### src/shared/hmc_pkg.sv
package hmc_pkg;

   // Register port widths
   localparam int ADDR_W = 12;
   localparam int DATA_W = 8;
   localparam int EXP_W = 5;

   // Register offsets
   localparam logic [11:0] ADDR_STATUS = 12'h00E;
   localparam logic [11:0] ADDR_FLAG = 12'h013;
   localparam logic [11:0] ADDR_MASK = 12'h019;
   localparam logic [11:0] ADDR_EXIT_CTL = 12'h52C;
   localparam logic [11:0] ADDR_WINDOW = 12'h52E;
   localparam logic [11:0] ADDR_IGNORE = 12'h52F;
   localparam logic [11:0] ADDR_FORCE = 12'h535;
   localparam logic [11:0] ADDR_HIST_VALID = 12'h53F;
   localparam logic [11:0] ADDR_EXIT_BW = 12'h59B;

   // Field positions
   localparam int BIT_STATUS = 5;
   localparam int BIT_FLAG = 5;
   localparam int BIT_MASK = 5;
   localparam int BIT_RAMP_BYPASS = 3;
   localparam int BIT_BW_CHOICE = 4;
   localparam int BIT_FORCE = 0;
   localparam int BIT_HIST_VALID = 1;
   localparam int BIT_BW_FORCE = 6;

   // Reset values
   localparam logic RST_MASK = 1'h0;
   localparam logic RST_RAMP_BYPASS = 1'h0;
   localparam logic RST_BW_CHOICE = 1'h0;
   localparam logic RST_BW_FORCE = 1'h1;
   localparam logic RST_FORCE = 1'h0;
   localparam logic [4:0] RST_WINDOW = 5'h00;
   localparam logic [4:0] RST_IGNORE = 5'h00;

   // History time base: one unit is 268 ns, the clock period is 50 ns
   localparam int UNIT_NS = 268;
   localparam int CLK_NS = 50;
   localparam int NS_ACC_W = 9;
   localparam logic [NS_ACC_W-1:0] UNIT_NS_V = NS_ACC_W'(UNIT_NS);
   localparam logic [NS_ACC_W-1:0] CLK_NS_V = NS_ACC_W'(CLK_NS);
   localparam int UNIT_CNT_W = 33;

   // Exit bandwidth codes
   localparam logic [1:0] BW_NORMAL = 2'h0;
   localparam logic [1:0] BW_FASTLOCK = 2'h1;
   localparam logic [1:0] BW_HOLD_EXIT = 2'h2;

   typedef enum logic [1:0] {
      ST_NORMAL,
      ST_RETAIN,
      ST_EXIT
   } hmc_mode_t;

endpackage

### src/rtl/hmc_history.sv
`timescale 1ns/1ps
`default_nettype none
module hmc_history (
   // Clock and reset
   input wire logic clk,
   input wire logic nrst,
   input wire logic ce,
   // Control
   input wire logic accumulate,
   input wire logic [hmc_pkg::EXP_W-1:0] window_exponent,
   input wire logic [hmc_pkg::EXP_W-1:0] ignore_exponent,
   // Status
   output logic history_valid
);

   logic [hmc_pkg::NS_ACC_W-1:0] ns_acc;
   logic [hmc_pkg::UNIT_CNT_W-1:0] units;
   logic [hmc_pkg::UNIT_CNT_W-1:0] need;
   logic [hmc_pkg::NS_ACC_W-1:0] next_ns;

   // Window plus ignore span, in 268 ns units
   always_comb begin
      need = ((hmc_pkg::UNIT_CNT_W'(1) << window_exponent) - hmc_pkg::UNIT_CNT_W'(1))
         + (hmc_pkg::UNIT_CNT_W'(1) << ignore_exponent);
      next_ns = ns_acc + hmc_pkg::CLK_NS_V;
   end

   // Fractional time base: 268 is not a multiple of 50, so carry the remainder
   always_ff @(posedge clk or negedge nrst) begin
      if (!nrst) begin
         ns_acc <= '0;
         units <= '0;
      end else if (ce && accumulate) begin
         if (next_ns >= hmc_pkg::UNIT_NS_V) begin
            ns_acc <= next_ns - hmc_pkg::UNIT_NS_V;
            if (units != '1) begin
               units <= units + hmc_pkg::UNIT_CNT_W'(1);
            end
         end else begin
            ns_acc <= next_ns;
         end
      end
   end

   always_ff @(posedge clk or negedge nrst) begin
      if (!nrst) begin
         history_valid <= 1'b0;
      end else if (ce) begin
         history_valid <= (units >= need);
      end
   end
endmodule // hmc_history
`default_nettype wire

### src/rtl/hmc_exit.sv
`timescale 1ns/1ps
`default_nettype none
module hmc_exit (
   // Clock and reset
   input wire logic clk,
   input wire logic nrst,
   input wire logic ce,
   // Sequencing
   input wire logic start,
   input wire logic abort,
   input wire logic done,
   // Exit controls
   input wire logic ramp_bypass,
   input wire logic bw_choice,
   input wire logic bw_force,
   // Exit path
   output logic exit_busy,
   output logic exit_ramp,
   output logic [1:0] exit_bw
);

   // Path is frozen at start so a control write mid-exit cannot glitch the loop
   always_ff @(posedge clk or negedge nrst) begin
      if (!nrst) begin
         exit_busy <= 1'b0;
         exit_ramp <= 1'b0;
         exit_bw <= hmc_pkg::BW_NORMAL;
      end else if (ce) begin
         if (start) begin
            exit_busy <= 1'b1;
            exit_ramp <= !ramp_bypass;
            if (!ramp_bypass && !bw_choice) begin
               exit_bw <= hmc_pkg::BW_NORMAL;
            end else if (!ramp_bypass || bw_choice) begin
               exit_bw <= hmc_pkg::BW_NORMAL;
            end else if (bw_force) begin
               exit_bw <= hmc_pkg::BW_HOLD_EXIT;
            end else begin
               exit_bw <= hmc_pkg::BW_FASTLOCK;
            end
         end else if (done || abort) begin
            exit_busy <= 1'b0;
            exit_ramp <= 1'b0;
            exit_bw <= hmc_pkg::BW_NORMAL;
         end
      end
   end
endmodule // hmc_exit
`default_nettype wire

### src/rtl/hmc_top.sv
`timescale 1ns/1ps
`default_nettype none
module hmc_top (
   // Clock and reset
   input wire logic clk,
   input wire logic nrst,
   input wire logic ce,
   // Register port
   input wire logic [hmc_pkg::ADDR_W-1:0] reg_addr,
   input wire logic [hmc_pkg::DATA_W-1:0] reg_wdata,
   input wire logic reg_wr,
   input wire logic reg_rd,
   output logic [hmc_pkg::DATA_W-1:0] reg_rdata,
   // Input monitors and loop
   input wire logic frequency_out_of_range_alarm,
   input wire logic signal_absent_alarm,
   input wire logic alt_input_valid,
   input wire logic pll_locked,
   input wire logic exit_done,
   // Mode
   output logic retention_active,
   output logic holdover_active,
   output logic freerun_active,
   output logic history_valid,
   // Exit path
   output logic exit_busy,
   output logic exit_ramp,
   output logic [1:0] exit_bw,
   // Averager settings
   output logic [hmc_pkg::EXP_W-1:0] window_exponent,
   output logic [hmc_pkg::EXP_W-1:0] ignore_exponent,
   // Interrupt
   output logic irq_output
);

   hmc_pkg::hmc_mode_t state;
   hmc_pkg::hmc_mode_t next_state;
   logic retention_sticky_flag;
   logic retention_irq_mask;
   logic exit_ramp_bypass;
   logic exit_bandwidth_choice;
   logic exit_bandwidth_force;
   logic force_retention;
   logic input_ok;
   logic input_lost;
   logic enter;
   logic exit_start;
   logic accumulate;
   logic flag_clear;
   logic [hmc_pkg::DATA_W-1:0] rd_value;

   always_comb begin
      input_ok = !frequency_out_of_range_alarm && !signal_absent_alarm;
      input_lost = !input_ok && !alt_input_valid;
      enter = force_retention || input_lost;
      exit_start = (state == hmc_pkg::ST_RETAIN) && !enter;
      accumulate = (state == hmc_pkg::ST_NORMAL) && input_ok && pll_locked;
   end

   always_comb begin
      next_state = state;
      case (state)
         hmc_pkg::ST_NORMAL: begin
            if (enter) begin
               next_state = hmc_pkg::ST_RETAIN;
            end
         end
         hmc_pkg::ST_RETAIN: begin
            if (!enter) begin
               next_state = hmc_pkg::ST_EXIT;
            end
         end
         hmc_pkg::ST_EXIT: begin
            if (enter) begin
               next_state = hmc_pkg::ST_RETAIN;
            end else if (exit_done) begin
               next_state = hmc_pkg::ST_NORMAL;
            end
         end
         default: begin
            next_state = hmc_pkg::ST_NORMAL;
         end
      endcase
   end

   // Mode outputs are registered from the same next value as the state
   always_ff @(posedge clk or negedge nrst) begin
      if (!nrst) begin
         state <= hmc_pkg::ST_NORMAL;
         retention_active <= 1'b0;
         holdover_active <= 1'b0;
         freerun_active <= 1'b0;
      end else if (ce) begin
         state <= next_state;
         retention_active <= (next_state == hmc_pkg::ST_RETAIN);
         holdover_active <= (next_state == hmc_pkg::ST_RETAIN) && history_valid;
         freerun_active <= (next_state == hmc_pkg::ST_RETAIN) && !history_valid;
      end
   end

   hmc_history u_history (
      .clk(clk),
      .nrst(nrst),
      .ce(ce),
      .accumulate(accumulate),
      .window_exponent(window_exponent),
      .ignore_exponent(ignore_exponent),
      .history_valid(history_valid)
   );

   hmc_exit u_exit (
      .clk(clk),
      .nrst(nrst),
      .ce(ce),
      .start(exit_start),
      .abort(enter),
      .done(exit_done),
      .ramp_bypass(exit_ramp_bypass),
      .bw_choice(exit_bandwidth_choice),
      .bw_force(exit_bandwidth_force),
      .exit_busy(exit_busy),
      .exit_ramp(exit_ramp),
      .exit_bw(exit_bw)
   );

   // Control registers
   always_ff @(posedge clk or negedge nrst) begin
      if (!nrst) begin
         retention_irq_mask <= hmc_pkg::RST_MASK;
         exit_ramp_bypass <= hmc_pkg::RST_RAMP_BYPASS;
         exit_bandwidth_choice <= hmc_pkg::RST_BW_CHOICE;
         exit_bandwidth_force <= hmc_pkg::RST_BW_FORCE;
         force_retention <= hmc_pkg::RST_FORCE;
         window_exponent <= hmc_pkg::RST_WINDOW;
         ignore_exponent <= hmc_pkg::RST_IGNORE;
      end else if (ce && reg_wr) begin
         case (reg_addr)
            hmc_pkg::ADDR_MASK: begin
               retention_irq_mask <= reg_wdata[hmc_pkg::BIT_MASK];
            end
            hmc_pkg::ADDR_EXIT_CTL: begin
               exit_ramp_bypass <= reg_wdata[hmc_pkg::BIT_RAMP_BYPASS];
               exit_bandwidth_choice <= reg_wdata[hmc_pkg::BIT_BW_CHOICE];
            end
            hmc_pkg::ADDR_WINDOW: begin
               window_exponent <= reg_wdata[hmc_pkg::EXP_W-1:0];
            end
            hmc_pkg::ADDR_IGNORE: begin
               ignore_exponent <= reg_wdata[hmc_pkg::EXP_W-1:0];
            end
            hmc_pkg::ADDR_FORCE: begin
               force_retention <= reg_wdata[hmc_pkg::BIT_FORCE];
            end
            hmc_pkg::ADDR_EXIT_BW: begin
               exit_bandwidth_force <= reg_wdata[hmc_pkg::BIT_BW_FORCE];
            end
            default: begin
            end
         endcase
      end
   end

   // A write of 0 or a read of the flag register asks to clear it
   always_comb begin
      flag_clear = (reg_addr == hmc_pkg::ADDR_FLAG)
         && ((reg_wr && !reg_wdata[hmc_pkg::BIT_FLAG]) || reg_rd);
   end

   // Status holding the flag set also makes a set win over a same-cycle clear
   always_ff @(posedge clk or negedge nrst) begin
      if (!nrst) begin
         retention_sticky_flag <= 1'b0;
      end else if (ce) begin
         if (retention_active) begin
            retention_sticky_flag <= 1'b1;
         end else if (flag_clear) begin
            retention_sticky_flag <= 1'b0;
         end
      end
   end

   always_ff @(posedge clk or negedge nrst) begin
      if (!nrst) begin
         irq_output <= 1'b0;
      end else if (ce) begin
         irq_output <= retention_sticky_flag && !retention_irq_mask;
      end
   end

   always_comb begin
      rd_value = '0;
      case (reg_addr)
         hmc_pkg::ADDR_STATUS: rd_value[hmc_pkg::BIT_STATUS] = retention_active;
         hmc_pkg::ADDR_FLAG: rd_value[hmc_pkg::BIT_FLAG] = retention_sticky_flag;
         hmc_pkg::ADDR_MASK: rd_value[hmc_pkg::BIT_MASK] = retention_irq_mask;
         hmc_pkg::ADDR_EXIT_CTL: begin
            rd_value[hmc_pkg::BIT_RAMP_BYPASS] = exit_ramp_bypass;
            rd_value[hmc_pkg::BIT_BW_CHOICE] = exit_bandwidth_choice;
         end
         hmc_pkg::ADDR_WINDOW: rd_value[hmc_pkg::EXP_W-1:0] = window_exponent;
         hmc_pkg::ADDR_IGNORE: rd_value[hmc_pkg::EXP_W-1:0] = ignore_exponent;
         hmc_pkg::ADDR_FORCE: rd_value[hmc_pkg::BIT_FORCE] = force_retention;
         hmc_pkg::ADDR_HIST_VALID: rd_value[hmc_pkg::BIT_HIST_VALID] = history_valid;
         hmc_pkg::ADDR_EXIT_BW: rd_value[hmc_pkg::BIT_BW_FORCE] = exit_bandwidth_force;
         default: rd_value = '0;
      endcase
   end

   // Read data stand for one cycle only; unmapped offsets read zero
   always_ff @(posedge clk or negedge nrst) begin
      if (!nrst) begin
         reg_rdata <= '0;
      end else if (ce) begin
         reg_rdata <= reg_rd ? rd_value : '0;
      end
   end
endmodule // hmc_top
`default_nettype wire

### config.mk
export PLATFORM = sky130hd
export DESIGN_NAME = hmc_top
export DESIGN_NICKNAME = d
export VERILOG_FILES = /design/src/shared/hmc_pkg.sv /design/src/rtl/hmc_history.sv /design/src/rtl/hmc_exit.sv /design/src/rtl/hmc_top.sv
export SDC_FILE = /design/constraint.sdc
export NUM_CORES = 1
export LEC_CHECK = 0
export BUFFER_PORTS_ARGS = -buffer_cell sky130_fd_sc_hd__buf_2
export CAP_MARGIN = 15
export CORE_MARGIN = 2
export CORE_UTILIZATION = 55
export DETAILED_ROUTE_END_ITERATION = 10
export GPL_TIMING_DRIVEN = 0
export PLACE_DENSITY = 0.78
export SYNTH_ARGS = -nofsm -noshare
export SYNTH_HDL_FRONTEND = slang
export SYNTH_SLANG_ARGS = --single-unit
### constraint.sdc
create_clock -name clk -period 9.05 [get_ports clk]
set_clock_uncertainty 0.05 [all_clocks]
set_input_delay 1.81 -clock clk [delete_from_list [all_inputs] [get_ports clk]]
set_output_delay 1.81 -clock clk [all_outputs]
set_load 0.01 [all_outputs]
==> summary.txt, run 1 <==
Logic synthesis
  – Post-synth top flop: dfrtp_1
  – Number of synthesis warnings: 0
  – Distinct cells, synth: 64
  – Synthesized area per cell: 8.149 um^2
  – Largest family of logic cells by synthesized area: simple AND/OR/NAND/NOR gates
  – Post-synthesis instance area: 7122 um^2
  – Flops & latches, synth: 75
  – Sequential-to-total area share from yosys stat: 26.37%
  – Mapped Nets: 1006
  – Post-Synthesis Cells: 874
  – Mux share of post-synthesis cell area: 2.530%
  – Post-Synth Adder-Cell Area: 18.03%
  – Compound-Gate Fraction of Synth Area: 16.37%
  – Ys async rst share: 100.0%
  – Simple-Gate Fraction of Synth Area: 21.29%
  – Post-synth EDFFs: 0
  – Synth Area in XOR/XNOR: 8.486%

Critical path
  – CP delay by family, top: compound AO/OA/AOI/OAI gates
  – Crit-path slowest cell: nor3b_1
  – Critical path peak fanout: 10
  – Reg-to-reg startpoint: ignore_exponent[0]$_DFFE_PN0P_
  – Setup CP Type: flop to flop
  – WP buf/inv: 2
  – CP Launch Type: flop
  – CP required: 9.21 ns
  – R2R Path End: u_history.history_valid$_DFFE_PN0P_
  – Register-to-Register Path Depth: 20
  – Reg2Reg Setup Slack: 3.37 ns
  – Crit. End Element: flop
  – Largest stage delay, worst path: 0.60 ns
  – Critical Path, Cell by Cell: clkbuf_1 > nor3b_1 > nand2_1 > ha_1 > inv_1 > ha_1 > fa_1 > a21oi_1 > o21a_1 > o211ai_1 > a41o_1 > a211oi_1 > xor2_1 > ha_1 > a21o_1 > a21o_1 > a211oi_1 > o311ai_0 > a31oi_1 > a21oi_1
  – WP data arrival: 5.84 ns
  – Critical Path Most Common Cell: ha_1

Placed design
  – Routability cong.: 0.9440
  – # port buffers: 53
  – Detailed placement HPWL: 13100 um
  – DP Area: 7632 um^2
  – Placed insts: 1100

Layout
  – Fin cells: 1116
  – Most common cell after layout, fill and taps aside: nand2_1
  – Layout cells sized above 1: 10.59%
  – Reg area: 1878 um^2
  – Inserted Diodes: 0
  – Post-layout util: 63.05%
  – Most frequent cells in the layout: nand2_1 (121), ha_1 (101), inv_1 (94)
  – Fillers: 1136
  – Final instance area: 7956 um^2
  – Post-layout nets: 1071
  – Synthesis-to-layout area growth: 11.72%
  – Multi-input logic area: 4755 um^2

Min path
  – HP Class: flop to flop
  – Hold Startpoint: u_history.ns_acc[7]$_DFFE_PN0P_
  – Worst hold stages: 1
  – WHS Endpoint: u_history.ns_acc[7]$_DFFE_PN0P_

Global route
  – First-pass GRT wire length: 28680 um
  – Gr ovfl total: 0
  – Initial antenna violation count: 0
  – Vias in the first global route: 6105
  – Largest net degree at the start of global routing: 61
  – GR Util All Layers: 25.09%

Power
  – Total power: 990.9 uW
  – VDD IR max: 0.0001187 V
  – Leak: 0.004069 uW
  – Pwr Density: 124.5 nW/um^2

Timing
  – FMAX: 0.1761 GHz
  – Final Critical Period: 5.680 ns
  – Final hold viol count: 0
  – Final period util: 62.76%
  – Max transition margin: 39.30%
  – RSZ-0062 raised after global routing: no
  – Final Max Tran Viols: 0
  – Worst slew pin tran: 0.9022 ns
  – Endpoints failing setup: 0
  – Sum Neg Setup Slack: 0 ns

Detailed routing
  – Via Count: 6371
  – DRT Pass-1 Iters: 5
  – Detail Route Antenna Nets: 0
  – DR iter-0 viols: 383
  – Routed WL: 16650 um
  – Avg WL per Cell: 14.91 um
  – DRC errors left: 0
  – Vias per cell: 5.709

CTS
  – H-tree level count: 3
  – Post-CTS Setup Repair Bufs: 0
  – Clk slew on worst S/H paths: 0.06 ns
  – Clk Tree Root Cell: clkbuf_16
  – Worst-Skew Late Latency: 0.35 ns
  – Cts repair resizes: 0
  – Maximum clock path buffer count: 2
  – CTS Hold Bufs: 0
  – CTS tree: built
  – CTS Sinks: 75
  – Num CTS Buffers: 9

Floorplanning
  – Die Span Y: 117.8 um
  – # rows: 41
  – Area of the core: 12620 um^2
  – I/O pins: 57
  – Die area: 13870 um^2
  – Die W: 117.8 um
  – Starting Density: 56.43%

Job
  – MaxCap Viol Count: 0

Run status
  – Status: completed
cells in the mapped netlist, drive strengths merged (4+ instances only):
| library cell | number | area, um^2 |
|---|---|---|
| nor2b | 9 | 56.30 |
| a211oi | 6 | 45.04 |
| xnor2 | 41 | 359.1 |
| ha | 101 | 1264 |
| and4 | 6 | 52.55 |
| nand2 | 121 | 454.2 |
| nand2b | 4 | 32.53 |
| o31ai | 4 | 30.03 |
| mux2 | 16 | 180.2 |
| dfrtp | 74 | 1852 |
| and3 | 15 | 93.84 |
| and2 | 4 | 25.02 |
| nor4 | 5 | 31.28 |
| a31oi | 8 | 50.05 |
| nor2 | 39 | 146.4 |
| nor3 | 22 | 126.4 |
| a21oi | 51 | 255.2 |
| xor2 | 28 | 245.2 |
| o211ai | 7 | 52.55 |
| nand3 | 35 | 175.2 |
| nor3b | 7 | 52.55 |
| buf | 6 | 50.04 |
| nand4 | 23 | 150.1 |
| o21a | 10 | 75.07 |
| o21ai | 37 | 185.2 |
| o22ai | 6 | 37.54 |
| clkbuf | 23 | 86.33 |
| or3 | 7 | 43.79 |
| inv | 94 | 352.8 |
| a21o | 24 | 180.2 |
report_power, final:
| part | switching (uW) | leakage, uW | internal, uW |
|---|---|---|---|
| sequential | 28.6 | 0.00100 | 361 |
| clock | 152 | 0.000156 | 243 |
| combinational | 118 | 0.00291 | 87.9 |
area by class of cell:
type | instances | area share (%)
Timing Repair Buffer | 54 | 3.711
Clock buffer | 9 | 2.831
Tap cell | 172 | 2.705
Sequential cell | 75 | 23.60
Clock inverter | 7 | 1.242
Multi-Input combinational cell | 676 | 59.76
Inverter | 94 | 4.435
Buffer | 29 | 1.714
state kept, by name (all words and copies together), names as in the netlist:
signal and cells:
window_exponent 5, u_history.history_valid 1, u_exit.exit_busy 1, u_history.units 33, u_history.ns_acc 8, ignore_exponent 5
exit_bandwidth_choice 1, retention_active 1, holdover_active 1, irq_output 1, u_exit.exit_ramp 1, retention_sticky_flag 1
retention_irq_mask 1, u_exit.exit_bw 2, exit_bandwidth_force 1, state 2, force_retention 1, reg_rdata 7
freerun_active 1, exit_ramp_bypass 1
through the flow:
stage	hold slack (ns)	setup WS (ns)
floorplan	0.3922	4.566
global placement	0.4151	3.410
detailed placement	0.4214	3.405
CTS	0.4327	3.386
global route	0.4689	2.986
finish	0.4267	3.370
worst max path at each step:
stage                                              start                             endpoint  cells after the start
after floorplan           window_exponent[0]$_DFFE_PN0P_  u_history.history_valid$_DFFE_PN0P_                     22
after global placement    ignore_exponent[0]$_DFFE_PN0P_  u_history.history_valid$_DFFE_PN0P_                     20
after detailed placement  ignore_exponent[0]$_DFFE_PN0P_  u_history.history_valid$_DFFE_PN0P_                     20
after CTS                 ignore_exponent[0]$_DFFE_PN0P_  u_history.history_valid$_DFFE_PN0P_                     20
after global routing      ignore_exponent[2]$_DFFE_PN0P_  u_history.history_valid$_DFFE_PN0P_                     19
final                     ignore_exponent[0]$_DFFE_PN0P_  u_history.history_valid$_DFFE_PN0P_                     20
layer usage:
layer,routed length [um],global-route usage (%),vias to the layer above
li1,-,-,3198
met1,7724,33.82,2952
met2,7494,39.72,192
met3,989,5.281,29
met4,436,9.337,0
met5,0,0,-
cells by family after synthesis:
group	count (synthesis)
other	1
buffers and inverters	123
multiplexers	16
adder cells (fa/ha/maj)	102
flip-flops	75
AO/OA/AOI/OAI	181
AND/OR/NAND/NOR	307
XOR/XNOR	69
Power figures use the tool's default switching activity.
==> inputs of run 2 (changes only) <==
clock period = 5.8 ns   (was 9.05 ns; I/O delays follow)
==> run 2 against run 1 <==
Net effect: die area unchanged; fmax up 4.5%; flip-flop and latch count unchanged; cell count unchanged.
==> summary.txt, run 2 (synthesis results as in run 1) <==
Critical path
  – Reg-to-reg startpoint: ignore_exponent[0]$_DFFE_PN0P_ (unchanged)
  – Critical Path, Cell by Cell: clkbuf_1 > nor3b_2 > nand2_1 > ha_1 > inv_1 > ha_1 > fa_1 > a21oi_1 > o21a_1 > o211ai_1 > a41o_1 > a211oi_1 > xor2_1 > ha_1 > a21o_1 > a21o_1 > a211oi_1 > o311ai_0 > a31oi_1 > a21oi_1 (was clkbuf_1 > nor3b_1 > nand2_1 > ha_1 > inv_1 > ha_1 > fa_1 > a21oi_1 > o21a_1 > o211ai_1 > a41o_1 > a211oi_1 > xor2_1 > ha_1 > a21o_1 > a21o_1 > a211oi_1 > o311ai_0 > a31oi_1 > a21oi_1)
  – Largest stage delay, worst path: 0.42 ns (was 0.60 ns)
  – Crit. End Element: flop (unchanged)
  – Reg2Reg Setup Slack: 0.37 ns (was 3.37 ns)
  – R2R Path End: u_history.history_valid$_DFFE_PN0P_ (unchanged)
  – CP Launch Type: flop (unchanged)
  – Register-to-Register Path Depth: 20 (unchanged)
  – Critical Path Most Common Cell: ha_1 (unchanged)
  – Setup CP Type: flop to flop (unchanged)
  – Critical path peak fanout: 10 (unchanged)
  – Setup crit end: u_history.history_valid$_DFFE_PN0P_ (unchanged)
  – Crit. Startpoint: ignore_exponent[0]$_DFFE_PN0P_ (unchanged)
  – WP data arrival: 5.59 ns (was 5.84 ns)
  – CP required: 5.96 ns (was 9.21 ns)
  – Crit-path slowest cell: nor3b_2 (was nor3b_1)

Timing
  – Max transition margin: 41.71% (was 39.30%)
  – FMAX: 0.1840 GHz (was 0.1761 GHz)
  – Final period util: 93.69% (was 62.76%)
  – Final Max Tran Viols: 0 (unchanged)
  – Final hold viol count: 0 (unchanged)
  – RSZ-0062 raised after global routing: no (unchanged)
  – Sum Neg Setup Slack: 0 ns (unchanged)
  – Final Critical Period: 5.434 ns (was 5.680 ns)
  – Worst slew pin tran: 0.8663 ns (was 0.9022 ns)
  – Endpoints failing setup: 0 (unchanged)

Floorplanning
  – Area of the core: 12620 um^2 (unchanged)
  – # rows: 41 (unchanged)
  – Die Span Y: 117.8 um (unchanged)
  – Starting Density: 56.43% (unchanged)
  – I/O pins: 57 (unchanged)
  – Die W: 117.8 um (unchanged)
  – Die area: 13870 um^2 (unchanged)

CTS
  – Maximum clock path buffer count: 2 (unchanged)
  – Clk slew on worst S/H paths: 0.06 ns (about the same)
  – CTS Sinks: 75 (unchanged)
  – Num CTS Buffers: 9 (unchanged)
  – Clk Tree Root Cell: clkbuf_16 (unchanged)
  – Worst-Skew Late Latency: 0.35 ns (about the same)
  – CTS tree: built (unchanged)
  – H-tree level count: 3 (unchanged)

Global route
  – GR Util All Layers: 25.09% (unchanged)
  – First-pass GRT wire length: 28680 um (unchanged)
  – Gr ovfl total: 0 (unchanged)
  – Initial antenna violation count: 0 (unchanged)
  – Vias in the first global route: 6105 (unchanged)
  – Largest net degree at the start of global routing: 61 (unchanged)

Detailed routing
  – DRC errors left: 0 (unchanged)
  – Routed WL: 16690 um (was 16650 um)
  – DRT Pass-1 Iters: 7 (was 5)
  – Via Count: 6339 (was 6371)
  – DR iter-0 viols: 344 (was 383)
  – Detail Route Antenna Nets: 0 (unchanged)
  – Vias per cell: 5.680 (was 5.709)
  – Avg WL per Cell: 14.95 um (was 14.91 um)

Layout
  – Post-layout nets: 1071 (unchanged)
  – Final instance area: 7981 um^2 (was 7956 um^2)
  – Largest regs: u_history.units (33), u_history.ns_acc (8), reg_rdata (7) (unchanged)
  – Synthesis-to-layout area growth: 12.07% (was 11.72%)
  – Max reg flops: 33 (unchanged)
  – Most common cell after layout, fill and taps aside: nand2_1 (unchanged)
  – Fin cells: 1116 (unchanged)
  – Biggest register: u_history.units (unchanged)
  – Layout cells sized above 1: 11.12% (was 10.59%)
  – Most frequent cells in the layout: nand2_1 (121), ha_1 (101), inv_1 (94) (unchanged)
  – Inserted Diodes: 0 (unchanged)

Run status
  – Status: completed (unchanged)

Job
  – MaxCap Viol Count: 0 (unchanged)

Power
  – VDD IR max: 0.0001859 V (was 0.0001187 V)
  – Pwr Density: 193.8 nW/um^2 (was 124.5 nW/um^2)
  – Leak: 0.004090 uW (was 0.004069 uW)

Placed design
  – # port buffers: 53 (unchanged)
  – Routability cong.: 0.9440 (unchanged)
  – Detailed placement HPWL: 13100 um (unchanged)
  – DP Area: 7632 um^2 (unchanged)
  – Placed insts: 1100 (unchanged)

Min path
  – HP Class: flop to flop (unchanged)
==> run 2: changes by cell type in the layout (fill, tap and decap cells not counted) <==
cell,before,now
o31ai_2,0,1
nor3b_2,0,4
nor3b_1,7,3
o31ai_1,4,3
==> run 2: cell type report <==
| cell class | instances | area, um^2 |
|---|---|---|
| plain buffers | 29 | 136.4 |
| well taps | 172 | 215.2 |
| multi-input cells | 676 | 4780 |
| clock inverters | 7 | 98.84 |
| inverters | 94 | 352.8 |
| repair buffers | 54 | 295.3 |
| fillers | 1133 | 4638 |
| flip-flops and latches | 75 | 1878 |
| clock buffers | 9 | 225.2 |
==> run 2: worst min path at each step <==
stage	startpoint	to	slack [ns]	depth (start not counted)
after global placement	u_history.ns_acc[7]$_DFFE_PN0P_	u_history.ns_acc[7]$_DFFE_PN0P_	0.42	1
after global routing	u_history.ns_acc[7]$_DFFE_PN0P_	u_history.ns_acc[7]$_DFFE_PN0P_	0.47	1
after CTS	u_history.ns_acc[7]$_DFFE_PN0P_	u_history.ns_acc[7]$_DFFE_PN0P_	0.43	1
final	u_history.ns_acc[7]$_DFFE_PN0P_	u_history.ns_acc[7]$_DFFE_PN0P_	0.43	1
after detailed placement	u_exit.exit_busy$_DFFE_PN0P_	u_exit.exit_busy$_DFFE_PN0P_	0.42	2
after floorplan	u_history.ns_acc[7]$_DFFE_PN0P_	u_history.ns_acc[7]$_DFFE_PN0P_	0.39	1
==> run 2: power breakdown <==
group	switching, uW	internal [uW]
logic	184	137
registers	44.0	563
clock network	239	380
total	467	1080
==> run 2: what timing repair did <==
action,CTS,global route
resized for setup,0,5
setup endpoints to repair,0,1
hold buffers,0,0
setup buffers,0,0
==> run 2: critical path, delay by kind of cell, from the launching register on <==
family | cells | cell delay (ns)
AO/OA/AOI/OAI | 11 | 2.67
XOR/XNOR | 1 | 0.14
flip-flops | 1 | 0.36
adder cells (fa/ha/maj) | 4 | 1.14
buffers and inverters | 2 | 0.38
AND/OR/NAND/NOR | 2 | 0.55
==> run 2: metal layers <==
layer	global-route usage, %	wire (um)
met1	33.82	7820
met2	39.72	7468
met3	5.281	966
met4	9.337	430
met5	0	0
==> run 2: stage by stage <==
stage / util (%) / hold WS (ns) / total power [uW] / setup WS (ns)
detailed placement: 60.48 / 0.4214 / 934.4 / 0.1551
CTS: 63.05 / 0.4327 / 1557 / 0.1365
finish: 63.25 / 0.4279 / 1547 / 0.3660
global route: 63.25 / 0.4689 / 1628 / 0.01984
floorplan: - / 0.3922 / 832.9 / 1.316
global placement: 60.24 / 0.4151 / 922.2 / 0.1604
